File: config.mk
export PLATFORM = sky130hd
export DESIGN_NAME = mbwh_top
export DESIGN_NICKNAME = d
export VERILOG_FILES = /design/src/design/mbwh_pkg.sv /design/src/design/mbwh_top.sv /design/src/design/mbwh_crc16.sv /design/src/design/mbwh_stage_mem.sv
export VERILOG_INCLUDE_DIRS = /design/src /design/src/design
export SDC_FILE = /design/constraint.sdc
export NUM_CORES = 1
export LEC_CHECK = 0
export ABC_AREA = 0
export BUFFER_PORTS_ARGS = -buffer_cell sky130_fd_sc_hd__buf_2
export CAP_MARGIN = 20
export CORE_MARGIN = 2
export CORE_UTILIZATION = 60
export DETAILED_ROUTE_END_ITERATION = 10
export PLACE_DENSITY_LB_ADDON = 0.15
export SETUP_SLACK_MARGIN = 0.3
export SYNTH_ARGS = -nofsm -noshare
export SYNTH_HDL_FRONTEND = slang
export SYNTH_SLANG_ARGS = --single-unit
File: constraint.sdc
create_clock -name clk -period 7.45 [get_ports clk]
set_input_delay 1.1175 -clock clk [delete_from_list [all_inputs] [get_ports clk]]
set_output_delay 1.1175 -clock clk [all_outputs]
set_load 0.005 [all_outputs]
File: src/design/mbwh_consts.svh
// Constants for the multiple-write handler: field codes, limits and register numbers.
// Assumes inclusion by bare name from every design file that needs them.
`ifndef MBWH_CONSTS_SVH
`define MBWH_CONSTS_SVH

`define MBWH_FC_COILS     8'h0F
`define MBWH_FC_REGS      8'h10
`define MBWH_FC_EXC_FLAG  8'h80
`define MBWH_EXC_ILL_FUNC 8'h01
`define MBWH_EXC_DATA     8'h03
`define MBWH_BCAST_ADDR   8'h00
`define MBWH_MAX_COILS    16'h0020
`define MBWH_MAX_REGS     16'h0010
`define MBWH_MAX_COIL_BYTES 8'h04
`define MBWH_NUM_OFFSET   16'h0001
`define MBWH_COIL_FIRST   16'h0007
`define MBWH_COIL_LAST    16'h000D
`define MBWH_ACCEL_HI_REG 16'h1103
`define MBWH_ACCEL_LO_REG 16'h1104
`define MBWH_ACCEL_RESET  32'h0000_0000
`define MBWH_HDR_BYTES    9'h007
`define MBWH_FRAME_EXTRA  9'h009
`define MBWH_MIN_FRAME    6'h04
`define MBWH_ECHO_LEN     3'h6
`define MBWH_EXC_LEN      3'h3
`define MBWH_CRC_INIT     16'hFFFF
`define MBWH_CRC_POLY     16'hA001

`endif

File: src/design/mbwh_pkg.sv
// Types shared by the multiple-write handler.
// Assumes no other package.
package mbwh_pkg;

    typedef enum logic [2:0] {
        S_RECV   = 3'h0,
        S_CHECK  = 3'h1,
        S_COMMIT = 3'h3,
        S_TX_HDR = 3'h2,
        S_TX_GAP = 3'h6,
        S_TX_CRL = 3'h7,
        S_TX_CRH = 3'h5
    } mbwh_state_t;

endpackage

File: src/design/mbwh_top.sv
// Slave handler for the write-multiple-coils and write-multiple-registers queries.
// Assumes framed bytes from a receiver, rx_end at the silent gap, and a byte transmitter.
`timescale 1ns/100ps
`default_nettype none
`include "mbwh_consts.svh"

module mbwh_top
    import mbwh_pkg::*;
#(
    parameter int STAGE_DEPTH = 32,
    parameter int STAGE_AW    = 5,
    parameter int NUM_TERM    = 7
) (
    // Clock and reset.
    input  wire logic                clk,
    input  wire logic                arst_n,
    // Received bytes.
    input  wire logic                rx_valid,
    input  wire logic [7:0]          rx_data,
    input  wire logic                rx_end,
    // Station address.
    input  wire logic [7:0]          slave_addr,
    // Transmitted bytes.
    output logic                     tx_valid,
    output logic      [7:0]          tx_data,
    input  wire logic                tx_ready,
    // Terminals.
    input  wire logic [NUM_TERM-1:0] term_in,
    output logic      [NUM_TERM-1:0] term_func,
    output logic      [NUM_TERM-1:0] terminal_input_monitor,
    // Holding register contents.
    output logic      [31:0]         accel_time_motor1
);
    mbwh_state_t state_r, state_nxt;
    logic [5:0]  rx_pos_r;
    logic [7:0]  rx_addr_r, rx_fc_r, rx_bc_r;
    logic [15:0] rx_start_r, rx_cnt_r;
    logic [15:0] rx_crc, tx_crc;
    logic        exc_r, bcast_r;
    logic [7:0]  exc_code_r;
    logic [5:0]  cm_idx_r, cm_total_r, cm_byte_r;
    logic        cm_vld_r;
    logic [7:0]  stage_rd;
    logic [2:0]  tx_idx_r;
    logic [NUM_TERM-1:0] coil_r, coil_nxt;
    logic [31:0] accel_r;

    logic        rx_take, tx_take, crc_ok, addressed, is_coil, is_reg;
    logic        cnt_bad, len_bad, cm_issue, cm_done;
    logic [15:0] coil_bytes, first_num;
    logic [7:0]  hdr_byte;
    logic [2:0]  tx_len;

    assign rx_take   = (state_r == S_RECV) && rx_valid;
    assign tx_take   = tx_valid && tx_ready;
    assign first_num = rx_start_r + `MBWH_NUM_OFFSET;

    // Frame screening, evaluated in the check state.
    always_comb begin
        crc_ok     = (rx_crc == 16'h0000) && (rx_pos_r >= `MBWH_MIN_FRAME);
        addressed  = (rx_addr_r == slave_addr) || (rx_addr_r == `MBWH_BCAST_ADDR);
        is_coil    = (rx_fc_r == `MBWH_FC_COILS);
        is_reg     = (rx_fc_r == `MBWH_FC_REGS);
        coil_bytes = (rx_cnt_r + 16'h0007) >> 3;
        cnt_bad    = 1'b0;
        if (is_coil) begin
            cnt_bad = (rx_cnt_r == 16'h0000) || (rx_cnt_r > `MBWH_MAX_COILS)
                   || ({8'h00, rx_bc_r} < coil_bytes)
                   || (rx_bc_r > `MBWH_MAX_COIL_BYTES);
        end else if (is_reg) begin
            cnt_bad = (rx_cnt_r == 16'h0000) || (rx_cnt_r > `MBWH_MAX_REGS)
                   || ({8'h00, rx_bc_r} != {rx_cnt_r[14:0], 1'b0});
        end
        len_bad = ({3'h0, rx_pos_r} != ({1'b0, rx_bc_r} + `MBWH_FRAME_EXTRA));
    end

    assign cm_issue = (state_r == S_COMMIT) && (cm_idx_r < cm_total_r);
    assign cm_done  = (state_r == S_COMMIT) && !cm_issue && !cm_vld_r;
    assign tx_len   = exc_r ? `MBWH_EXC_LEN : `MBWH_ECHO_LEN;

    // Header bytes of the reply: echo or exception.
    always_comb begin
        unique case (tx_idx_r)
            3'h0:    hdr_byte = rx_addr_r;
            3'h1:    hdr_byte = exc_r ? (rx_fc_r | `MBWH_FC_EXC_FLAG) : rx_fc_r;
            3'h2:    hdr_byte = exc_r ? exc_code_r : rx_start_r[15:8];
            3'h3:    hdr_byte = rx_start_r[7:0];
            3'h4:    hdr_byte = rx_cnt_r[15:8];
            default: hdr_byte = rx_cnt_r[7:0];
        endcase
    end

    always_comb begin
        state_nxt = state_r;
        unique case (state_r)
            S_RECV: begin
                if (rx_end && (rx_pos_r != 6'h00)) begin
                    state_nxt = S_CHECK;
                end
            end
            S_CHECK: begin
                if (!crc_ok || !addressed) begin
                    state_nxt = S_RECV;
                end else if (!is_coil && !is_reg || cnt_bad || len_bad) begin
                    state_nxt = (rx_addr_r == `MBWH_BCAST_ADDR) ? S_RECV : S_TX_HDR;
                end else begin
                    state_nxt = S_COMMIT;
                end
            end
            S_COMMIT: begin
                if (cm_done) begin
                    state_nxt = bcast_r ? S_RECV : S_TX_HDR;
                end
            end
            S_TX_HDR: begin
                if (tx_take && (tx_idx_r == tx_len - 3'h1)) begin
                    state_nxt = S_TX_GAP;
                end
            end
            S_TX_GAP: state_nxt = S_TX_CRL;
            S_TX_CRL: begin
                if (tx_take) begin
                    state_nxt = S_TX_CRH;
                end
            end
            S_TX_CRH: begin
                if (tx_take) begin
                    state_nxt = S_RECV;
                end
            end
            default: state_nxt = S_RECV;
        endcase
    end

    always_ff @(posedge clk or negedge arst_n) begin
        if (!arst_n) begin
            state_r <= S_RECV;
        end else begin
            state_r <= state_nxt;
        end
    end

    // Query field capture; data bytes go to the staging memory.
    always_ff @(posedge clk or negedge arst_n) begin
        if (!arst_n) begin
            rx_pos_r   <= 6'h00;
            rx_addr_r  <= 8'h00;
            rx_fc_r    <= 8'h00;
            rx_bc_r    <= 8'h00;
            rx_start_r <= 16'h0000;
            rx_cnt_r   <= 16'h0000;
        end else if (state_r != S_RECV) begin
            if (state_nxt == S_RECV) begin
                rx_pos_r <= 6'h00;
            end
        end else if (rx_take) begin
            if (rx_pos_r != 6'h3F) begin
                rx_pos_r <= rx_pos_r + 6'h01;
            end
            unique case (rx_pos_r)
                6'h00:   rx_addr_r <= rx_data;
                6'h01:   rx_fc_r <= rx_data;
                6'h02:   rx_start_r[15:8] <= rx_data;
                6'h03:   rx_start_r[7:0] <= rx_data;
                6'h04:   rx_cnt_r[15:8] <= rx_data;
                6'h05:   rx_cnt_r[7:0] <= rx_data;
                6'h06:   rx_bc_r <= rx_data;
                default: ;
            endcase
        end
    end

    mbwh_crc16 u_rx_crc (
        .clk    (clk),
        .arst_n (arst_n),
        .clr    (state_r != S_RECV),
        .en     (rx_take),
        .data   (rx_data),
        .crc    (rx_crc)
    );

    mbwh_crc16 u_tx_crc (
        .clk    (clk),
        .arst_n (arst_n),
        .clr    (state_r == S_CHECK),
        .en     (tx_take && (state_r == S_TX_HDR)),
        .data   (tx_data),
        .crc    (tx_crc)
    );

    logic [5:0] stage_wofs;
    assign stage_wofs = rx_pos_r - 6'(`MBWH_HDR_BYTES);

    mbwh_stage_mem #(
        .WIDTH (8),
        .DEPTH (STAGE_DEPTH),
        .AW    (STAGE_AW)
    ) u_stage (
        .clk   (clk),
        .we    (rx_take && (rx_pos_r >= 6'(`MBWH_HDR_BYTES))
                && (stage_wofs < 6'(STAGE_DEPTH))),
        .waddr (stage_wofs[STAGE_AW-1:0]),
        .wdata (rx_data),
        .raddr (cm_idx_r[STAGE_AW-1:0]),
        .rdata (stage_rd)
    );

    // Outcome of the check and commit walk over staged bytes.
    always_ff @(posedge clk or negedge arst_n) begin
        if (!arst_n) begin
            exc_r      <= 1'b0;
            exc_code_r <= 8'h00;
            bcast_r    <= 1'b0;
            cm_idx_r   <= 6'h00;
            cm_total_r <= 6'h00;
            cm_byte_r  <= 6'h00;
            cm_vld_r   <= 1'b0;
        end else begin
            cm_vld_r  <= cm_issue;
            cm_byte_r <= cm_idx_r;
            if (cm_issue) begin
                cm_idx_r <= cm_idx_r + 6'h01;
            end
            if (state_r == S_CHECK) begin
                bcast_r    <= (rx_addr_r == `MBWH_BCAST_ADDR);
                exc_r      <= !is_coil && !is_reg || cnt_bad || len_bad;
                exc_code_r <= (!is_coil && !is_reg) ? `MBWH_EXC_ILL_FUNC : `MBWH_EXC_DATA;
                cm_idx_r   <= 6'h00;
                cm_total_r <= is_coil ? coil_bytes[5:0] : rx_bc_r[5:0];
            end
        end
    end

    // Coil bits from one staged byte, lowest bit to the first coil.
    logic [15:0] bit_num, coil_num;
    always_comb begin
        coil_nxt = coil_r;
        bit_num  = 16'h0000;
        coil_num = 16'h0000;
        if (cm_vld_r && is_coil) begin
            for (int j = 0; j < 8; j++) begin
                bit_num  = {7'h00, cm_byte_r, 3'h0} + 16'(j);
                coil_num = first_num + bit_num;
                if ((bit_num < rx_cnt_r) && (coil_num >= `MBWH_COIL_FIRST)
                        && (coil_num <= `MBWH_COIL_LAST)) begin
                    coil_nxt[3'(coil_num - `MBWH_COIL_FIRST)] = stage_rd[j];
                end
            end
        end
    end

    always_ff @(posedge clk or negedge arst_n) begin
        if (!arst_n) begin
            coil_r <= '0;
        end else begin
            coil_r <= coil_nxt;
        end
    end

    // Holding register pair; high half at the lower number, high byte first.
    logic [15:0] word_num;
    assign word_num = first_num + {11'h000, cm_byte_r[5:1]};

    always_ff @(posedge clk or negedge arst_n) begin
        if (!arst_n) begin
            accel_r <= `MBWH_ACCEL_RESET;
        end else if (cm_vld_r && is_reg) begin
            if (word_num == `MBWH_ACCEL_HI_REG) begin
                if (!cm_byte_r[0]) accel_r[31:24] <= stage_rd;
                else accel_r[23:16] <= stage_rd;
            end else if (word_num == `MBWH_ACCEL_LO_REG) begin
                if (!cm_byte_r[0]) accel_r[15:8] <= stage_rd;
                else accel_r[7:0] <= stage_rd;
            end
        end
    end

    // Transmit byte register.
    always_ff @(posedge clk or negedge arst_n) begin
        if (!arst_n) begin
            tx_valid <= 1'b0;
            tx_data  <= 8'h00;
            tx_idx_r <= 3'h0;
        end else begin
            if (state_nxt == S_TX_HDR && state_r != S_TX_HDR) begin
                tx_valid <= 1'b1;
                tx_data  <= rx_addr_r;
                tx_idx_r <= 3'h0;
            end else if (state_r == S_TX_HDR && tx_take) begin
                tx_idx_r <= tx_idx_r + 3'h1;
                tx_valid <= (state_nxt == S_TX_HDR);
                unique case (tx_idx_r)
                    3'h0:    tx_data <= exc_r ? (rx_fc_r | `MBWH_FC_EXC_FLAG) : rx_fc_r;
                    3'h1:    tx_data <= exc_r ? exc_code_r : rx_start_r[15:8];
                    3'h2:    tx_data <= rx_start_r[7:0];
                    3'h3:    tx_data <= rx_cnt_r[15:8];
                    default: tx_data <= rx_cnt_r[7:0];
                endcase
            end else if (state_r == S_TX_GAP) begin
                tx_valid <= 1'b1;
                tx_data  <= tx_crc[7:0];
            end else if (state_r == S_TX_CRL && tx_take) begin
                tx_data <= tx_crc[15:8];
            end else if (state_r == S_TX_CRH && tx_take) begin
                tx_valid <= 1'b0;
            end
        end
    end

    // Terminal outputs.
    always_ff @(posedge clk or negedge arst_n) begin
        if (!arst_n) begin
            term_func              <= '0;
            terminal_input_monitor <= '0;
        end else begin
            term_func              <= term_in | coil_r;
            terminal_input_monitor <= term_in;
        end
    end

    assign accel_time_motor1 = accel_r;

    a_term_or: assert property (@(posedge clk) disable iff (!arst_n)
        1'b1 |=> term_func == ($past(term_in) | $past(coil_r)))
        else $error("Terminal function is not input OR coil.");
    a_monitor_phys: assert property (@(posedge clk) disable iff (!arst_n)
        $changed(coil_r) && $stable(term_in) |=> $stable(terminal_input_monitor))
        else $error("Monitor follows written coils.");
    a_bcast_silent: assert property (@(posedge clk) disable iff (!arst_n)
        state_r == S_CHECK && rx_addr_r == `MBWH_BCAST_ADDR |=> !tx_valid [*8])
        else $error("Broadcast query got a reply.");
    a_drop_silent: assert property (@(posedge clk) disable iff (!arst_n)
        state_r == S_CHECK && (!crc_ok || !addressed) |=> state_r == S_RECV && !tx_valid)
        else $error("Bad frame was not dropped.");
    a_coil_limit: assert property (@(posedge clk) disable iff (!arst_n)
        state_r == S_CHECK && crc_ok && rx_addr_r == slave_addr && is_coil
        && rx_cnt_r > `MBWH_MAX_COILS |=> exc_r && exc_code_r == `MBWH_EXC_DATA
        && state_r == S_TX_HDR)
        else $error("Coil limit not refused with 03h.");
    a_reg_limit: assert property (@(posedge clk) disable iff (!arst_n)
        state_r == S_CHECK && crc_ok && rx_addr_r == slave_addr && is_reg
        && rx_cnt_r > `MBWH_MAX_REGS |=> exc_r && exc_code_r == `MBWH_EXC_DATA)
        else $error("Register limit not refused with 03h.");
    a_byte_count: assert property (@(posedge clk) disable iff (!arst_n)
        state_r == S_CHECK && crc_ok && is_reg
        && {8'h00, rx_bc_r} != {rx_cnt_r[14:0], 1'b0} |=> exc_r)
        else $error("Register byte count mismatch accepted.");
    a_exc_code: assert property (@(posedge clk) disable iff (!arst_n)
        state_r == S_TX_HDR && exc_r && tx_idx_r == 3'h1 && tx_valid
        |-> tx_data == (rx_fc_r | `MBWH_FC_EXC_FLAG))
        else $error("Exception function code lacks 80h.");
    a_echo_start: assert property (@(posedge clk) disable iff (!arst_n)
        state_r == S_TX_HDR && !exc_r && tx_idx_r == 3'h2 && tx_valid
        |-> tx_data == rx_start_r[15:8])
        else $error("Echo start number wrong.");
    a_hdr_bytes: assert property (@(posedge clk) disable iff (!arst_n)
        state_r == S_TX_HDR && tx_valid |-> tx_data == hdr_byte)
        else $error("Reply header byte out of order.");
    a_accel_high: assert property (@(posedge clk) disable iff (!arst_n)
        cm_vld_r && is_reg && word_num == `MBWH_ACCEL_HI_REG && !cm_byte_r[0]
        |=> accel_time_motor1[31:24] == $past(stage_rd))
        else $error("Acceleration high byte not stored.");
endmodule
`default_nettype wire

File: src/design/mbwh_crc16.sv
// Byte-serial CRC-16 register with the reflected serial-line polynomial.
// Assumes one byte per enabled cycle; clr restarts the sum.
`timescale 1ns/100ps
`default_nettype none
`include "mbwh_consts.svh"

module mbwh_crc16 (
    // Clock and reset.
    input  wire logic        clk,
    input  wire logic        arst_n,
    // Byte input.
    input  wire logic        clr,
    input  wire logic        en,
    input  wire logic [7:0]  data,
    // Running sum.
    output logic      [15:0] crc
);
    logic [15:0] crc_nxt;

    always_comb begin
        crc_nxt = crc ^ {8'h00, data};
        for (int i = 0; i < 8; i++) begin
            crc_nxt = crc_nxt[0] ? ((crc_nxt >> 1) ^ `MBWH_CRC_POLY) : (crc_nxt >> 1);
        end
    end

    always_ff @(posedge clk or negedge arst_n) begin
        if (!arst_n) begin
            crc <= `MBWH_CRC_INIT;
        end else if (clr) begin
            crc <= `MBWH_CRC_INIT;
        end else if (en) begin
            crc <= crc_nxt;
        end
    end
endmodule
`default_nettype wire

File: src/design/mbwh_stage_mem.sv
// Staging memory that holds the data bytes of a query until its check is done.
// Assumes one write and one read port; read data appear one cycle after the address.
`timescale 1ns/100ps
`default_nettype none

module mbwh_stage_mem #(
    parameter int WIDTH = 8,
    parameter int DEPTH = 32,
    parameter int AW    = 5
) (
    // Clock.
    input  wire logic             clk,
    // Write port.
    input  wire logic             we,
    input  wire logic [AW-1:0]    waddr,
    input  wire logic [WIDTH-1:0] wdata,
    // Read port.
    input  wire logic [AW-1:0]    raddr,
    output logic      [WIDTH-1:0] rdata
);
    logic [WIDTH-1:0] mem [DEPTH];

    always_ff @(posedge clk) begin
        if (we) begin
            mem[waddr] <= wdata;
        end
        rdata <= mem[raddr];
    end
endmodule
`default_nettype wire

==> impl_metrics.yaml <==
run_status:
  status: "completed"
floorplan:
  core_area_mm2: 0.04065
  rows: 74
  ios: 83
  initial_core_util_pct: 60.38
  die_w_um: 206.2
  dieHeight_um: 206.2
  die_area_mm2: 0.04253
logic_synthesis:
  synth-async-reset-ratio_pct: 41.20
  syn-num-nets: 2142
  yosysWarnings: 0
  synthDistinctLibCells: 98
  ys_ff_latch: 449
  synthFlopType: "edfxtp_1"
  yosysSeqAreaShare_pct: 51.00
  synthesis.area_mm2: 0.02454
  synth_edf_count: 256
  synthCells: 2051
  syn_avg_cell_area_um2: 11.97
power_and_ir_drop:
  combPwrFrac_pct: 37.7
  cellPowerDensity_mw_per_mm2: 327.5
  peakVddDrop_mv: 0.3104
  power.static_leakage_uw: 0.009843
  sw_frac_of_total_pct: 39.04
  power.share.clock_pct: 24.9
  net-switching-power_uw: 3426
  intPower_uw: 5350
  power_frac_seq_pct: 37.4
timing:
  min_period_ns: 6.193
  fmax_mhz: 161.5
  period_share_pct: 83.13
  worst_pin_slew_ns: 0.9713
  rsz0062_at_grt: "no"
  finClkSkew_ns: 0.01176
  slew_headroom_pct: 33.57
  drv_slew: 0
  setup_viol: 0
  setup_tns_ns: 0
  hold_violations: 0
detailed_routing:
  drt_iter0_drc: 2059
  avgViaCountPerCell: 6.609
  drc: 0
  dr.pass1.iters: 6
  ant_nets: 0
  vias: 17570
  wl_per_cell_um: 25.27
  wirelength_mm: 67.16
clocking:
  cts_made_buffers: 45
  postCtsSetupBuffers: 0
  clock_sinks: 449
  insertion_delay_ns: 0.57
  path_clk_slew_ns: 0.06
  cts_buffer_depth: 3
  cts_resized: 0
  cts_max_level: 2
  cts_tree: "done"
  root_buffer: "clkbuf_16"
  hold_buffers: 0
global_routing:
  grt_usage_pct: 32.25
  antenna_found_initial: 0
  grt_start_max_net_pins: 113
  grt_pass1_wl_mm: 102.6
  grt_pass1_vias: 16810
  overflow: 0
worst_setup_path:
  worstPathRequired_ns: 7.94
  worstSetupPathType: "flip-flop to flip-flop"
  crit_arrival_ns: 6.68
  end_kind: "flip-flop"
  worstPathMaxFanout: 21
  cp-start-kind: "flip-flop"
place:
  dp.cells: 2575
  dp_hpwl_mm: 45.88
  place_congestion: 1.008
  port_buffers: 82
layout:
  fin_cells: 2658
  final_util_pct: 65.93
  drive_gt1_share_pct: 21.12
  areaGrowthSynthToFinish_pct: 9.193
  antenna_cells: 0
  nets: 2181
hold_path:
  holdCritPathClass: "flip-flop to flip-flop"
job:
  maxCapViolCount: 0
## layout by cell type, fill, tap and decap left out, drive strengths merged, types with 59 or more instances in the layout
cell	n
edfxtp	256
nand2	160
dfrtp	153
nor2	124
mux2	122
xnor2	112
buf	111
o21ai	101
mux4	80
a21oi	77
clkbuf	68
ha	60
nor3	59
inv	59
## path summary, 6_finish.rpt
path,startpoint,end,slack (ns),cells past startpoint
worst max register to register,rx_start_r[1],coil_r[5],1.26,18
max in group asynchronous,arst_n,cm_idx_r[0],5.10,2
min in group asynchronous,arst_n,term_func[1],0.70,1
worst min-delay path,cm_idx_r[5],cm_byte_r[5],0.47,0
worst min register to register,cm_idx_r[5],cm_byte_r[5],0.47,0
worst max-delay path,rx_start_r[1],coil_r[5],1.26,18
## cell type report
class / instances / area, um^2
Sequential cell: 449 / 12520
Inverter: 55 / 206.4
Clock inverter: 16 / 151.4
Multi-Input combinational cell: 1427 / 11340
Clock buffer: 67 / 1269
Timing Repair Buffer: 112 / 644.4
Tap cell: 532 / 665.6
Fill cell: 3010 / 13850
## kinds of logic (layout without fill, tap and decap cells)
kind of cell | count (synthesis) | after routing | synth area share [%]
DFF | 449 | 449 | 51.00
muxes | 225 | 225 | 13.88
adders and majority gates | 63 | 63 | 3.304
xor gates and xnor gates | 166 | 166 | 6.062
and+or+nand+nor | 598 | 598 | 12.67
buffers and inverters | 175 | 250 | 2.855
AOI/OAI and AO/OA | 375 | 375 | 10.23
## flip-flops by register name, indices dropped and copies added, names as in the netlist, 7 cells and up
register	cells
term_func	7
coil_r	7
rx_start_r	16
u_rx_crc.crc	16
terminal_input_monitor	7
u_tx_crc.crc	16
accel_time_motor1	32
rx_fc_r	8
u_stage.rdata	8
rx_cnt_r	16
rx_addr_r	8
tx_data	8
rx_bc_r	8
u_stage.mem	256
## per-layer routing
layer / routed length, um / part of all wire (%) / track usage, % / vias up
met5: 0 / 0 / 0 / -
met4: 1766 / 2.6 / 9.133 / 0
met3: 6365 / 9.5 / 6.228 / 114
met2: 30370 / 45 / 48.85 / 854
met1: 28650 / 43 / 47.72 / 8775
li1: - / - / - / 7823
## cell usage after synthesis (8+ instances only)
cell,count,area (um^2)
edfxtp_1,256,7687
nand2_1,160,600.6
dfrtp_1,153,3829
nor2_1,123,461.7
mux2_2,114,1284
xnor2_1,111,972.2
o21ai_0,94,470.5
clkbuf_1,85,319.1
mux4_2,80,1802
a21oi_1,77,385.4
ha_1,60,750.7
nor3_1,58,290.3
inv_1,53,198.9
xor2_1,52,455.4
nand3_1,46,230.2
nand4_1,36,225.2
dfstp_2,32,840.8
nor4_1,31,193.9
a31oi_1,25,156.4
mux2i_1,23,230.2
nand2b_1,21,131.4
o211ai_1,21,157.7
a21o_1,17,127.6
buf_2,17,85.08
and2_1,15,93.84
buf_1,14,52.55
or3_1,13,81.33
and3_1,12,75.07
nor2b_1,12,75.07
o22ai_1,12,75.07
or4_1,12,90.09
a211oi_1,11,82.58
o21a_1,10,75.07
or2_2,9,56.30
a222oi_1,8,80.08
dfxtp_1,8,160.2
mux2_1,8,90.09
o31a_1,8,70.07
## metrics by stage
stage          total power [uW]  hold WS, ns  setup WS (ns)  instance area (um^2)
2_1_floorplan              5596       0.3781          2.230                 24540
3_3_place_gp               6510       0.4531          1.477                 25380
3_5_place_dp               6532       0.4555          1.490                 25380
4_1_cts                    8726       0.4772          1.468                 26800
5_1_grt                    9224       0.4972         0.8814                 26800
6_report                   8776       0.4738          1.257                 26800
## power by group through the flow
stage | clock network (uW) | logic, uW | registers, uW
final | 2190 | 3310 | 3280
after global routing | 2320 | 3580 | 3320
after CTS | 2220 | 3240 | 3270
after detailed placement | 0 | 3210 | 3320
after global placement | 0 | 3200 | 3310
after floorplan | 0 | 2510 | 3090
## worst max-delay path: stages (launching register included)
cell	delay, ns
dfrtp_1	0.58
ha_1	0.54
and4_1	0.40
nand4_1	0.14
xnor2_1	0.30
ha_1	0.30
buf_4	0.22
a21oi_1	0.75
nand2_1	0.41
a21oi_1	0.43
nor2_1	0.10
xnor2_1	0.15
nand4_1	0.18
nor4_1	0.79
and3_1	0.26
o22ai_1	0.07
a32oi_1	0.22
o21ai_1	0.09
a31oi_1	0.15
Power figures use the tool's default switching activity.
